## config.mk

```make
export PLATFORM = sky130hd
export DESIGN_NAME = iox_bus_ctrl
export DESIGN_NICKNAME = d
export VERILOG_FILES = /design/src/include/iox_pkg.sv /design/src/include/iox_sel_if.sv /design/src/iox_bus_ctrl.sv /design/src/iox_sel_decode.sv
export VERILOG_INCLUDE_DIRS = /design/src /design/src/include
export SDC_FILE = /design/constraint.sdc
export NUM_CORES = 1
export LEC_CHECK = 0
export ABC_AREA = 0
export BUFFER_PORTS_ARGS = -buffer_cell sky130_fd_sc_hd__buf_2
export CORE_MARGIN = 2
export CORE_UTILIZATION = 49
export DETAILED_ROUTE_END_ITERATION = 10
export GPL_ROUTABILITY_DRIVEN = 0
export PLACE_DENSITY = 0.8
export SYNTH_ARGS = -nofsm -noshare
export SYNTH_HDL_FRONTEND = slang
export SYNTH_SLANG_ARGS = --single-unit
```

## constraint.sdc

```tcl
create_clock -name clk -period 2.3 [get_ports clk]
set_clock_uncertainty 0.05 [all_clocks]
set_input_delay 0.115 -clock clk [delete_from_list [all_inputs] [get_ports clk]]
set_output_delay 0.115 -clock clk [all_outputs]
set_load 0.01 [all_outputs]
```

## src/include/iox_consts.svh

```systemverilog
`ifndef IOX_CONSTS_SVH
`define IOX_CONSTS_SVH

// ----------------------------------------------------------------
// Port space split
// ----------------------------------------------------------------
`define IOX_RESERVED_TOP    8'h3f
`define IOX_GROUP_MSB       5
`define IOX_GROUP_LSB       3
`define IOX_GROUP_CARD_B    3'h4
`define IOX_GROUP_CARD_A    3'h5
`define IOX_GROUP_SHARED    3'h7
`define IOX_NO_GROUP        8'hff

// ----------------------------------------------------------------
// Timing
// ----------------------------------------------------------------
`define IOX_CLK_PERIOD_NS   5
`define IOX_STROBE_NS       150
`define IOX_STROBE_CYC \
    ((`IOX_STROBE_NS + `IOX_CLK_PERIOD_NS - 1) / `IOX_CLK_PERIOD_NS)

`endif

```

## src/include/iox_pkg.sv

```systemverilog
package iox_pkg;

    typedef enum logic [1:0]
    {
        IOX_IDLE   = 2'b00,
        IOX_SETUP  = 2'b01,
        IOX_STROBE = 2'b10,
        IOX_HOLD   = 2'b11
    } iox_state_e;

    typedef logic [7:0] iox_byte_t;

endpackage

```

## src/include/iox_sel_if.sv

```systemverilog
`timescale 1ns/1ps

interface iox_sel_if;
    logic       start;
    logic       finish;
    logic [7:0] addr;
    logic [7:0] groupSelN;

    modport ctrl
    (
        output start,
        output finish,
        output addr,
        input  groupSelN
    );

    modport dec
    (
        input  start,
        input  finish,
        input  addr,
        output groupSelN
    );
endinterface

```

## src/iox_bus_ctrl.sv

```systemverilog
`timescale 1ns/1ps
`include "iox_consts.svh"

// What this block does
// Only ports 00h-3Fh are decoded inside; everything above is left alone.
// Reserved range splits into eight active-low selects of eight ports each.
// Each group select is gated with a strobe into per-group port enables.
// Cards decode the low eight address lines and live at 40h-FFh.
// Cards never answer port accesses from 00h to 3Fh; header cards get group selects there (card A 28h-2Fh, card B 20h-27h).
// The card bus is for port expansion; memory cycles never select groups.
// Shared read and write strobes, told apart by memory and port qualifiers.
// Both headers get three address lines, data, strobes, selects, irq, wait.
// A low wait request stretches the strobe until the card lets go.
module iox_bus_ctrl
    import iox_pkg::*;
(
    input  wire logic       clk,
    input  wire logic       rst_n,
    input  wire logic       reqValid,
    output logic            reqReady,
    input  wire logic       reqWrite,
    input  wire logic       reqMem,
    input  wire logic [15:0] reqAddr,
    input  wire logic [7:0] reqWdata,
    output logic            respDone,
    output logic [7:0]      respRdata,
    output logic [7:0]      groupSelN,
    output logic [7:0]      portRdEnN,
    output logic [7:0]      portWrEnN,
    output logic [7:0]      busAddr,
    input  wire logic [7:0] busDataIn,
    output logic [7:0]      busDataOut,
    output logic            busDataOe,
    output logic            readStrobeN,
    output logic            writeStrobeN,
    output logic            memoryCycleN,
    output logic            ioCycleN,
    input  wire logic       busWaitN,
    input  wire logic       busIrqN,
    output logic            busIrqPendN,
    output logic            cardClk,
    output logic            cardResetN,
    output logic [2:0]      lowPortAddr,
    output logic            ioReadStrobeN,
    output logic            ioWriteStrobeN,
    output logic            cardAGroupSelN,
    output logic            cardBGroupSelN,
    output logic            sharedTopGroupSelN,
    input  wire logic       cardAIrqN,
    input  wire logic       cardBIrqN,
    output logic            cardAIrqPendN,
    output logic            cardBIrqPendN,
    input  wire logic       cardAWaitN,
    input  wire logic       cardBWaitN
);

    // ------------------------------------------------------------
    // Sequencer
    // ------------------------------------------------------------
    localparam logic [7:0] STROBE_CYC = 8'(`IOX_STROBE_CYC);
    iox_state_e state;
    logic [7:0] strobeCnt;
    logic       isWrite;
    logic       isMem;
    logic       accept;
    logic       strobeOn;
    logic       strobeOff;
    logic       waitActive;
    logic       anyStrobeN;

    iox_sel_if sel ();
    iox_sel_decode uDecode
    (
        .clk   (clk),
        .rst_n (rst_n),
        .sel   (sel)
    );

    assign accept     = reqValid && reqReady;
    // Any card may hold the cycle, whichever header it sits on
    assign waitActive = !busWaitN || !cardAWaitN || !cardBWaitN;
    assign strobeOn   = (state == IOX_SETUP);
    assign strobeOff  = (state == IOX_STROBE) && (strobeCnt == 8'h00)
                        && !waitActive;
    assign anyStrobeN = readStrobeN && writeStrobeN;
    assign sel.start  = accept && !reqMem;
    assign sel.finish = (state == IOX_HOLD);
    assign sel.addr   = reqAddr[7:0];

    always_ff @(posedge clk or negedge rst_n)
    begin
        if (!rst_n)
        begin
            state     <= IOX_IDLE;
            strobeCnt <= 8'h00;
        end
        else
        begin
            case (state)
                IOX_IDLE:
                    if (accept)
                        state <= IOX_SETUP;
                IOX_SETUP:
                begin
                    state     <= IOX_STROBE;
                    strobeCnt <= STROBE_CYC - 8'h01;
                end
                IOX_STROBE:
                    if (strobeCnt != 8'h00)
                        strobeCnt <= strobeCnt - 8'h01;
                    else if (!waitActive)
                        state <= IOX_HOLD;
                IOX_HOLD:
                    state <= IOX_IDLE;
                default:
                    state <= IOX_IDLE;
            endcase
        end
    end

    // ------------------------------------------------------------
    // Request handshake and captured cycle
    // ------------------------------------------------------------
    always_ff @(posedge clk or negedge rst_n)
    begin
        if (!rst_n)
        begin
            reqReady   <= 1'b1;
            isWrite    <= 1'b0;
            isMem      <= 1'b0;
            busAddr    <= 8'h00;
            lowPortAddr <= 3'h0;
            busDataOut <= 8'h00;
        end
        else if (accept)
        begin
            reqReady    <= 1'b0;
            isWrite     <= reqWrite;
            isMem       <= reqMem;
            busAddr     <= reqAddr[7:0];
            lowPortAddr <= reqAddr[2:0];
            busDataOut  <= reqWdata;
        end
        else if (state == IOX_HOLD)
            reqReady <= 1'b1;
    end

    always_ff @(posedge clk or negedge rst_n)
    begin
        if (!rst_n)
        begin
            respDone  <= 1'b0;
            respRdata <= 8'h00;
        end
        else
        begin
            respDone <= strobeOff;
            if (strobeOff && !isWrite)
                respRdata <= busDataIn;
        end
    end

    // ------------------------------------------------------------
    // Qualifiers, data drive and strobes
    // ------------------------------------------------------------
    always_ff @(posedge clk or negedge rst_n)
    begin
        if (!rst_n)
        begin
            memoryCycleN <= 1'b1;
            ioCycleN     <= 1'b1;
            busDataOe    <= 1'b0;
        end
        else if (accept)
        begin
            memoryCycleN <= !reqMem;
            ioCycleN     <= reqMem;
            busDataOe    <= reqWrite;
        end
        else if (state == IOX_HOLD)
        begin
            memoryCycleN <= 1'b1;
            ioCycleN     <= 1'b1;
            busDataOe    <= 1'b0;
        end
    end

    always_ff @(posedge clk or negedge rst_n)
    begin
        if (!rst_n)
        begin
            readStrobeN    <= 1'b1;
            writeStrobeN   <= 1'b1;
            ioReadStrobeN  <= 1'b1;
            ioWriteStrobeN <= 1'b1;
        end
        else if (strobeOn)
        begin
            // Shared strobes serve both cycle kinds
            readStrobeN    <= isWrite;
            writeStrobeN   <= !isWrite;
            ioReadStrobeN  <= isWrite || isMem;
            ioWriteStrobeN <= !isWrite || isMem;
        end
        else if (strobeOff)
        begin
            readStrobeN    <= 1'b1;
            writeStrobeN   <= 1'b1;
            ioReadStrobeN  <= 1'b1;
            ioWriteStrobeN <= 1'b1;
        end
    end

    // ------------------------------------------------------------
    // Group selects and per-group enables
    // ------------------------------------------------------------
    assign groupSelN          = sel.groupSelN;
    assign cardAGroupSelN     = sel.groupSelN[`IOX_GROUP_CARD_A];
    assign cardBGroupSelN     = sel.groupSelN[`IOX_GROUP_CARD_B];
    assign sharedTopGroupSelN = sel.groupSelN[`IOX_GROUP_SHARED];

    // A bare select is too wide: it spans the whole cycle incl. setup
    always_ff @(posedge clk or negedge rst_n)
    begin
        if (!rst_n)
        begin
            portRdEnN <= `IOX_NO_GROUP;
            portWrEnN <= `IOX_NO_GROUP;
        end
        else if (strobeOn)
        begin
            portRdEnN <= sel.groupSelN | {8{isWrite || isMem}};
            portWrEnN <= sel.groupSelN | {8{!isWrite || isMem}};
        end
        else if (strobeOff)
        begin
            portRdEnN <= `IOX_NO_GROUP;
            portWrEnN <= `IOX_NO_GROUP;
        end
    end

    // ------------------------------------------------------------
    // Clock and reset to the cards, interrupt lines from them
    // ------------------------------------------------------------
    always_ff @(posedge clk or negedge rst_n)
    begin
        if (!rst_n)
        begin
            cardClk       <= 1'b0;
            cardResetN    <= 1'b0;
            busIrqPendN   <= 1'b1;
            cardAIrqPendN <= 1'b1;
            cardBIrqPendN <= 1'b1;
        end
        else
        begin
            cardClk       <= !cardClk;
            cardResetN    <= 1'b1;
            busIrqPendN   <= busIrqN;
            cardAIrqPendN <= cardAIrqN;
            cardBIrqPendN <= cardBIrqN;
        end
    end

    // ------------------------------------------------------------
    // Checks
    // ------------------------------------------------------------
    a_reserved_only: assert property (@(posedge clk) disable iff (!rst_n)
        groupSelN != `IOX_NO_GROUP |-> busAddr <= `IOX_RESERVED_TOP
            && !ioCycleN)
        else $error("group select outside reserved range");

    a_group_onehot: assert property (@(posedge clk) disable iff (!rst_n)
        groupSelN != `IOX_NO_GROUP |-> $onehot(~groupSelN)
            && !groupSelN[busAddr[`IOX_GROUP_MSB:`IOX_GROUP_LSB]])
        else $error("wrong group selected");

    a_enable_gated: assert property (@(posedge clk) disable iff (!rst_n)
        portRdEnN != `IOX_NO_GROUP |-> !ioReadStrobeN
            && ((~portRdEnN & groupSelN) == 8'h00))
        else $error("port enable without strobe and select");

    a_mem_no_group: assert property (@(posedge clk) disable iff (!rst_n)
        !memoryCycleN |-> groupSelN == `IOX_NO_GROUP && ioReadStrobeN
            && ioWriteStrobeN)
        else $error("memory cycle touched port selects");

    a_strobe_qualified: assert property (@(posedge clk)
        disable iff (!rst_n)
        !anyStrobeN |-> (memoryCycleN != ioCycleN))
        else $error("strobe without single qualifier");

    a_header_addr: assert property (@(posedge clk) disable iff (!rst_n)
        !ioCycleN |-> lowPortAddr == busAddr[2:0])
        else $error("header address differs from bus");

    a_wait_extends: assert property (@(posedge clk) disable iff (!rst_n)
        (state == IOX_STROBE && strobeCnt == 8'h00 && waitActive)
            |=> !anyStrobeN && !respDone)
        else $error("cycle ended under wait");

    a_strobe_width: assert property (@(posedge clk) disable iff (!rst_n)
        $fell(anyStrobeN) |-> !anyStrobeN [*8] ##[22:1000] respDone)
        else $error("strobe too short or never ends");

endmodule

```

## src/iox_sel_decode.sv

```systemverilog
`timescale 1ns/1ps
`include "iox_consts.svh"

module iox_sel_decode
    import iox_pkg::*;
(
    input  wire logic clk,
    input  wire logic rst_n,
    iox_sel_if.dec    sel
);

    // ------------------------------------------------------------
    // Group decode
    // ------------------------------------------------------------
    function automatic logic hitGroup(input iox_byte_t a,
                                      input logic [2:0] g);
        // Anything above the reserved range belongs to the cards
        hitGroup = (a <= `IOX_RESERVED_TOP) &&
                   (a[`IOX_GROUP_MSB:`IOX_GROUP_LSB] == g);
    endfunction

    genvar g;
    generate
        for (g = 0; g < 8; g++)
        begin : gGroup
            always_ff @(posedge clk or negedge rst_n)
            begin
                if (!rst_n)
                    sel.groupSelN[g] <= 1'b1;
                else if (sel.start)
                    sel.groupSelN[g] <= !hitGroup(sel.addr, 3'(g));
                else if (sel.finish)
                    sel.groupSelN[g] <= 1'b1;
            end
        end
    endgenerate

endmodule

```

# == Word level (Yosys, flattened, before mapping) ==
# Cells that the tools add are included.
# totals
register_bits,77
in_bits,43
out_inout_bits,68
elab_cells,120
# op_classes
addsub,1
n_lt_le_gt_ge,1
eq_ne,14
muxes,28
bitwise_logic,2
n_reduce_logical,42
# ops
cell,n
8-bit 2-to-1 mux,4
1-bit 2-to-1 mux,19
8-bit OR,2
8-bit one-hot mux with 2 select lines,1
1-bit logical NOT,15
1-bit logical AND,13
"3-bit == test, second input constant",4
"8-bit by 6-bit less-or-equal comparator with 1-bit output, second input constant",1
8-bit logical NOT,1
2-bit one-hot mux with 4 select lines,1
2-bit nonzero test,4
8-bit nonzero test,1
"8-bit by 1-bit subtractor with 8-bit output, second input constant",1
"3-bit by 2-bit == test with 1-bit output, second input constant",2
2-bit 2-to-1 mux,3
"2-bit inequality test, second input constant",3
"2-bit == test, second input constant",2
1-bit logical OR,4
"3-bit by 1-bit == test with 1-bit output, second input constant",1
3-bit logical NOT,1
3-bit AND reduction,1
"2-bit by 1-bit == test with 1-bit output, second input constant",1
2-bit logical NOT,1
"2-bit by 1-bit inequality test with 1-bit output, second input constant",1
2-bit AND reduction,1

# == Logic depth before layout (Yosys ltp) ==
# Gate-level depths: netlist of the first run.
# logic_depth
ltp_word,7
ltp_mapped,6
depth_no_buf,5

# == Cells and area by module ==
# A second synthesis of the first run with hierarchy kept.
# unflattened
cells_unflattened,263
hier_area_um2,3115.5
# modules_own_cells
mod,instances,cells_each,area_per_inst_um2,seq_area_each_um2
iox_bus_ctrl,1,238,2762.6,1684.1
iox_sel_decode,1,25,352.8,210.2

# == Worst setup path before layout of the first run ==
# OpenSTA, ideal clock, no wires.
# synth_timing
kind,reg2reg
start,reg strobeCnt[0]
end,reg respRdata[0]
setup_time_ns,0.125
arrival_time_ns,1.512
t_required_ns,2.125
slack_ns,0.613
path_stages_with_launch,6
n_path_buf,0
synth_period_minus_slack_ns,1.687
path_cell_list,dfrtp_1 -> inv_1 -> ha_1 -> nor4b_4 -> nand4_4 -> mux2_2
# synth_between
elab_chain_cells,4
# synth_rtl
element,line_no,source
from (decl),iox_bus_ctrl.sv:62,logic [7:0] strobeCnt;
from (signal assigned),iox_bus_ctrl.sv:106,strobeCnt <= STROBE_CYC - 8'h01;
from (signal assigned),iox_bus_ctrl.sv:110,strobeCnt <= strobeCnt - 8'h01;
8-bit logical NOT,iox_bus_ctrl.sv:83,assign strobeOff = (state == IOX_STROBE) && (strobeCnt == 8'h00)
1-bit logical AND,iox_bus_ctrl.sv:83,
1-bit logical AND,iox_bus_ctrl.sv:84,&& !waitActive;
1-bit logical AND,iox_bus_ctrl.sv:158,if (strobeOff && !isWrite)
to (signal assigned),iox_bus_ctrl.sv:159,respRdata <= busDataIn;
to (decl),iox_bus_ctrl.sv:26,"output logic [7:0] respRdata,"
# Every way passes these cells.
# A chain may end at the register's enable or synchronous reset.

# == Worst setup path in the final report of the first run ==
# layout_timing
start,reg state[0]
end,reg strobeCnt[7]
# layout_between
elab_chain_cells,3
elab_cells_between_ends,6
classes_between,3 x eq/ne; 1 x mux; 2 x reduce/logical
# layout_rtl
element,line_no,source
from (decl),iox_bus_ctrl.sv:61,iox_state_e state;
from (signal assigned),iox_bus_ctrl.sv:94,state <= IOX_IDLE;
from (signal assigned),iox_bus_ctrl.sv:102,state <= IOX_SETUP;
from (signal assigned),iox_bus_ctrl.sv:105,state <= IOX_STROBE;
2-bit == test or 2-bit by 1-bit == test with 1-bit output (tied branches),iox_bus_ctrl.sv:99,case (state)
2-bit by 1-bit inequality test with 1-bit output (no line) or 2-bit nonzero test (tied branches),--,
2-bit AND reduction (no line),--,
# Parallel ways exist; a longest one is shown, timed or not.

==> results of run 1 <==
-- routing by layer --
metal  up-vias  wire length (um)  global-route usage (%)
met2       103              3840                   35.78
met5         -                 0                       0
met4         0               212                   11.00
li1       1191                 -                       -
met3        18               430                   5.638
met1      1284              3334                   28.61
-- state kept, by name, summed over array words and instances (netlist names), 2 cells and up --
signal and cells:
busAddr 8, busDataOut 8, portRdEnN 8, portWrEnN 8, respRdata 8, strobeCnt 8
uDecode.sel.groupSelN 8, state 2
-- cells in the mapped netlist, types with 2 or more instances --
library cell  number  area (um^2)
a21oi_1            2        10.01
ha_1               6        75.07
mux2i_1            3        30.03
nand3_1            6        30.03
nor4_1             2        12.51
inv_1             11        41.29
o32a_1             6        60.06
a2bb2oi_2          2        30.03
nand2b_1           2        12.51
a31oi_1            2        12.51
mux2_2             8        90.09
o21ai_0            5        25.02
buf_4              8        60.06
nor2_1             9        33.78
clkbuf_1           6        22.52
nand4_1            2        12.51
nor3_1             2        10.01
dfrtp_1           40         1001
dfstp_2           34        893.4
o311ai_0           3        26.28
o22a_1            18        157.7
o21a_1             2        15.01
nand2_1           56        210.2
nand3b_1           3        22.52
-- tightest hold or removal path, stage by stage --
cell and delay (ns):
buf_2 0.10, nand3_1 0.10, nor4_1 0.06
-- through the flow --
step	worst slack (ns)	cells	power, mW
after floorplan	0.6132	261	2.728
after global placement	0.4072	431	3.170
after detailed placement	0.3664	431	3.224
after CTS	0.3628	476	4.299
after global routing	0.2346	476	4.586
final	0.3686	476	4.334
-- path summary, 6_finish.rpt --
check	to	from	depth (start not counted)	slack (ns)
max in group asynchronous	writeStrobeN$_DFFE_PN1P_	rst_n	3	1.54
worst max-delay path	strobeCnt[7]$_DFFE_PN0P_	state[0]$_DFFE_PN0P_	6	0.37
min in group asynchronous	busDataOut[2]$_DFFE_PN0N_	rst_n	3	0.31
worst min register to register	cardClk$_DFF_PN0_	cardClk$_DFF_PN0_	1	0.37
worst max register to register	strobeCnt[7]$_DFFE_PN0P_	state[0]$_DFFE_PN0P_	6	0.37
worst min-delay path	respDone$_DFF_PN0_	busWaitN	3	0.04
-- layout make-up --
cell class / count / share of cell area [%]
Inverter: 11 / 0.9851
Sequential cell: 74 / 45.19
Clock inverter: 2 / 0.3582
Timing Repair Buffer: 138 / 20.66
Multi-Input combinational cell: 162 / 25.91
Clock buffer: 14 / 4.657
Tap cell: 75 / 2.239
-- power by group --
| group | internal [mW] | switching [mW] |
|---|---|---|
| clock network | 0.559 | 0.481 |
| logic | 0.598 | 0.848 |
| registers | 1.64 | 0.212 |
| total | 2.79 | 1.54 |
-- logic make-up after synthesis --
logic type                 Yosys count  synth area share [%]
and+or+nand+nor                     93                 14.91
DFF                                 74                 61.02
AOI/OAI and AO/OA                   51                 13.66
buffers and inverters               25                 3.990
muxes                               11                 3.870
adders and majority gates            6                 2.418
other                                1                0.1208
-- cell usage in the layout, fill, tap and decap left out, drive strengths merged, types with 3 or more instances in the layout --
cell type    synthesis  final
mux2i                3      3
nor3                 3      3
nand3b               3      3
clkbuf               6     14
dfrtp               40     40
ha                   6      6
nand4                3      3
nor2                 9      9
o32a                 6      6
o311ai               3      3
dfstp               34     34
mux2                 8      8
o21ai                6      6
buf                  8    109
inv                 11     13
nand3                6      6
dlygate4sd3          0     29
o22a                18     18
nand2               56     56
-- what timing repair did --
action | 4_1_cts | 5_1_grt
endpoints found under the hold margin | 70 | 0
buffers inserted | 0 | 0
hold buffers | 29 | 0
==> metrics.md, run 1 <==
| Metric | Value |
|---|---|
| CP Capture Type | flop |
| DIE WIDTH | 83.60 um |
| Worst endpoint data arrival time | 2.09 ns |
| Via count | 2596 |
| Mapped Nets | 310 |
| First-pass GRT wire length | 12.41 mm |
| Maximum number of pins on one net before global-route repair | 75 |
| Max Clk Rate | 517.7 MHz |
| Critical-path top delay cell | nor3b_1 |
| Layout overhead on the synthesized area | 35.03% |
| Post-synth EDFFs | 0 |
| Syn Inst Count | 261 |
| Core ar. | 6026 um^2 |
| Post-Route WL | 7.818 mm |
| Die area | 6988 um^2 |
| Ys async rst share | 100.0% |
| Final Max Slew Viols | 0 |
| Buf+Inv Stages, Crit Path | 2 |
| Post-CTS Resized | 0 |
| Final count of hold timing violations | 0 |
| CTS tree | yes |
| # fillers | 431 |
| Drt drc | 0 |
| Crit share post-route | 83.98% |
| Num CTS Buffers | 9 |
| Rows | 28 |
| Mapped Area | 3104 um^2 |
| Worst-case vdd ir drop | 0.0007862 V |
| Critical path type | reg -> reg |
| Worst-path maximum fanout | 7 |
| Clock-pin slew on the worst setup and hold paths | 0.07 ns |
| Clock root cell | clkbuf_8 |
| Final antenna-violating net count | 0 |
| Setup crit start kind | flop |
| CP cell instances | inv_1 -> ha_1 -> buf_4 -> nor3b_1 -> nand4_1 -> mux2i_1 |
| DRT iter0 DRCs | 190 |
| Ant. Diodes | 0 |
| Final hold slack | 0.03500 ns |
| Sequential-to-total area share from yosys stat | 61.02% |
| RSZ-0062 raised after global routing | false |
| P_leak | 1.982 nW |
| Final instance area | 4192 um^2 |
| Yosys cell types | 47 |
| Run status | finished clean |
| Initial core utilization | 51.52% |
| Antenna violations before repair | 0 |
| Slew HR | 56.70% |
| Detailed Routing Iterations Pass 1 | 4 |
| Reg area | 1894 um^2 |
| Vias per cell | 5.454 |
| GR Overflow Total | 0 |
| Net count, final | 445 |
| Final core occ | 69.56% |
| Worst-skew pair later-pin latency | 0.34 ns |
| Largest delay share family, worst path | simple AND/OR/NAND/NOR gates |
| Clock Sinks | 74 |
| P per Cell Area | 1034 nW/um^2 |
| Routed len/inst | 16.42 um |
| Max Root-Sink Buffers | 2 |
| Total Negative Setup Slacks | 0 ns |
| Footprint of the multi-input gates | 1086 um^2 |
| Synth warn | 0 |
| Post-synthesis register bit count | 74 |
| Max_cap viols | 0 |
| Synth Flop Type | dfrtp_1 |
| Layout cells sized above 1 | 42.89% |
| I/O pins | 111 |
| Worst min-delay path class | in -> reg |
| CP Data Required Time | 2.46 ns |
| Slowest stage delay, CP | 0.44 ns |
| Htree depth | 3 |
| Die Y | 83.60 um |
| Total GRT Usage | 22.45% |
| DPL Wire Length | 4.679 mm |
| Slew at the pin closest to its max-slew limit | 0.6452 ns |
| Port bufs | 102 |
| Final setup fails | 0 |
| Placed inst area | 3691 um^2 |
| Vias in the first global route | 2553 |
| Min Tclk post-route | 1.931 ns |
| Synth Area per Inst | 11.89 um^2 |
Note: power is estimated with default switching activity, not from simulation.
==> inputs of run 2 (changes only) <==
- clock period: 2.3 -> 1.8 ns (I/O delays scaled with it)
==> run 2 against run 1 <==
Worst hold slack worse by 0.011 ns. Largest power group unchanged. Utilization up 1.5 points. Worst setup slack worse by 0.27 ns. Sequential power up 28%. Critical endpoint is now respRdata[6]$_DFFE_PN0P_. Clock power up 23%. Sequential cell count unchanged. Cell count up 1.5%. Critical path type unchanged. Sequential share of layout area down 0.98 points. Register-to-register slack worse by 0.27 ns. Largest cell class unchanged. Wire length down 5.4%. Clock-buffer cell count down 2. Critical path depth down 1.
==> metrics.md, run 2 (synthesized netlist as in run 1, its figures left out) <==
| Metric | Value |
|---|---|
| DIE WIDTH | 83.60 um (unchanged) |
| Final Max Slew Viols | 0 (unchanged) |
| GR Overflow Total | 0 (unchanged) |
| Critical path type | reg -> reg |
| Worst endpoint data arrival time | 1.88 ns (-0.21 ns) |
| Commonest non-fill, non-tap cell in the layout | buf_2 |
| Net count, final | 452 (+1.6%) |
| Critical-path top delay cell | dfrtp_1 |
| Die area | 6988 um^2 (unchanged) |
| Reg2reg end | respRdata[6]$_DFFE_PN0P_ |
| Post-Route WL | 7.399 mm (-5.4%) |
| Layout cells sized above 1 | 45.10% (+2.2 points) |
| Clock Sinks | 74 (unchanged) |
| Die Y | 83.60 um (unchanged) |
| Run status | finished clean |
| First-pass GRT wire length | 12.12 mm (-2.4%) |
| Min Tclk post-route | 1.704 ns (-0.2278 ns) |
| Max_cap viols | 0 (unchanged) |
| Hold EP | uDecode.sel.groupSelN[1]$_DFFE_PN1P_ |
| Critical R2R Launch | state[0]$_DFFE_PN0P_ |
| CP Capture Type | flop |
| Core ar. | 6026 um^2 (unchanged) |
| Clock root cell | clkbuf_8 |
| Detailed Routing Iterations Pass 1 | 4 (unchanged) |
| Slowest stage delay, CP | 0.41 ns (-0.03 ns) |
| Comb power frac | 35.2% (+1.8 points) |
| # fillers | 431 (unchanged) |
| Routed len/inst | 15.32 um (-6.7%) |
| CP cell instances | inv_1 -> ha_1 -> nor2b_1 -> nand4_4 -> mux2_2 |
| Worst-skew pair later-pin latency | 0.34 ns (about the same) |
| Hold path startpoint | reqAddr[4] |
| Worst-path maximum fanout | 8 (+1) |
| Rows | 28 (unchanged) |
| Via count | 2555 (-1.6%) |
| Clock power share | 22.8% (-1.2 points) |
| DRT iter0 DRCs | 148 (-22%) |
| Internal power | 3.616 mW (+29%) |
| Worst-case vdd ir drop | 0.0008966 V (+14%) |
| Hold Path Stages | 2 (-1) |
| Drt drc | 0 (unchanged) |
| Commonest cells after routing, fill and taps aside | 102 x buf_2, 56 x nand2_1, 40 x dfrtp_1, 34 x dfstp_2, 30 x dlygate4sd3_1 |
| Final setup fails | 0 (unchanged) |
| RSZ-0062 raised after global routing | true |
| CP Data Required Time | 1.97 ns (-0.49 ns) |
| Crit share post-route | 94.65% (+11 points) |
| Total GRT Usage | 21.50% (-0.95 points) |
| Total Negative Setup Slacks | 0 ns (unchanged) |
| Port bufs | 102 (unchanged) |
| Maximum number of pins on one net before global-route repair | 62 (-17%) |
| Clock-pin slew on the worst setup and hold paths | 0.08 ns (about the same) |
| Vias in the first global route | 2521 (-1.3%) |
| Buf+Inv Stages, Crit Path | 1 (-1) |
| Worst slack at placement | 0.01377 ns (-0.3527 ns) |
| R2r setup slk | 0.1 ns (-0.27 ns) |
| CTS tree | yes |
| Worst min-delay path class | in -> reg |
| Final worst setup slack | 0.09632 ns (-0.2722 ns) |
| Net switching power | 2.008 mW (+30%) |
| Slew at the pin closest to its max-slew limit | 0.5985 ns (-0.04668 ns) |
| Vias per cell | 5.290 (-3.0%) |
| Antenna violations before repair | 0 (unchanged) |
| Slew HR | 59.83% (+3.1 points) |
| Setup crit start kind | flop |
| Initial core utilization | 51.52% (unchanged) |
| I/O pins | 111 (unchanged) |
| Num CTS Buffers | 9 (unchanged) |
| Final antenna-violating net count | 0 (unchanged) |
| Htree depth | 3 (unchanged) |
| Ant. Diodes | 0 (unchanged) |
| Cells on worst reg2reg path | 5 (-1) |
| Sequential Power Share | 42.0% (-0.6 points) |
| Largest delay share family, worst path | simple AND/OR/NAND/NOR gates |
| Layout overhead on the synthesized area | 38.01% |
| Final count of hold timing violations | 0 (unchanged) |
| DPL Wire Length | 4.669 mm (-0.22%) |
| P per Cell Area | 1313 nW/um^2 (+27%) |
| P_leak | 2.024 nW (+2.1%) |
| Max Root-Sink Buffers | 2 (unchanged) |
| Max Clk Rate | 587.0 MHz (+13%) |
| Sw Ratio | 35.71% (+0.14 points) |
[run 2: final cells by class]
| type | count | area, um^2 | area share [%] |
|---|---|---|---|
| clock inverters | 4 | 28.78 | 0.6717 |
| well taps | 75 | 93.84 | 2.190 |
| repair buffers | 145 | 933.4 | 21.79 |
| flip-flops and latches | 74 | 1894 | 44.22 |
| clock buffers | 12 | 176.4 | 4.118 |
| inverters | 11 | 41.29 | 0.9638 |
| multi-input cells | 162 | 1116 | 26.05 |
[run 2: what timing repair did]
item                                   in CTS  in global routing
setup buffers                               0                  1
setup endpoints to repair                   0                 35
resized for setup                           0                  8
endpoints found under the hold margin      72                  0
hold buffers                               30                  0
[run 2: worst register-to-register path: cells and delay by family, from the launching register on]
family        cells  cell delay, ns
simple gates      2            0.44
fa+ha+maj         1            0.24
flops             1            0.41
mux               1            0.32
buf+inv           1            0.13
[run 2: through the flow]
stage	std cells	hold slack, ns	total power, mW	utilization [%]	cell area [um^2]
2_1_floorplan	261	-0.2556	3.486	-	3104
5_1_grt	483	0.02387	5.987	71.10	4284
6_report	483	0.02438	5.625	71.10	4284
3_5_place_dp	436	-0.04730	4.233	62.08	3741
3_3_place_gp	436	-0.04927	4.146	62.08	3741
4_1_cts	482	0.005609	5.571	70.47	4247
[run 2: worst max path at each step]
stage                     slack (ns)  cells past startpoint                       end                      from
final                            0.1                      5  respRdata[6]$_DFFE_PN0P_      state[0]$_DFFE_PN0P_
after global routing          -0.007                      5  respRdata[6]$_DFFE_PN0P_      state[0]$_DFFE_PN0P_
after CTS                      0.008                      5  strobeCnt[2]$_DFFE_PN0P_  strobeCnt[1]$_DFFE_PN0P_
after detailed placement        0.01                      5  strobeCnt[2]$_DFFE_PN0P_  strobeCnt[1]$_DFFE_PN0P_
after global placement          0.07                      5  strobeCnt[2]$_DFFE_PN0P_  strobeCnt[0]$_DFFE_PN0P_
after floorplan                 0.11                      5  respRdata[0]$_DFFE_PN0P_  strobeCnt[0]$_DFFE_PN0P_
[run 2: per-layer routing]
| metal | global-route usage, % | part of all wire (%) | wire, um |
|---|---|---|---|
| met1 | 29.19 | 43 | 3206 |
| met2 | 33.16 | 50 | 3689 |
| met3 | 5.935 | 5.6 | 413 |
| met4 | 7.918 | 1.2 | 90 |
| met5 | 0 | 0 | 0 |
[run 2: power by group through the flow]
| stage | combinational, mW | clock (mW) | sequential (mW) |
|---|---|---|---|
| after CTS | 1.92 | 1.31 | 2.34 |
| after global placement | 1.80 | 0 | 2.34 |
| after detailed placement | 1.87 | 0 | 2.37 |
| after floorplan | 1.01 | 0 | 2.48 |
| after global routing | 2.19 | 1.39 | 2.40 |
| final | 1.98 | 1.28 | 2.36 |
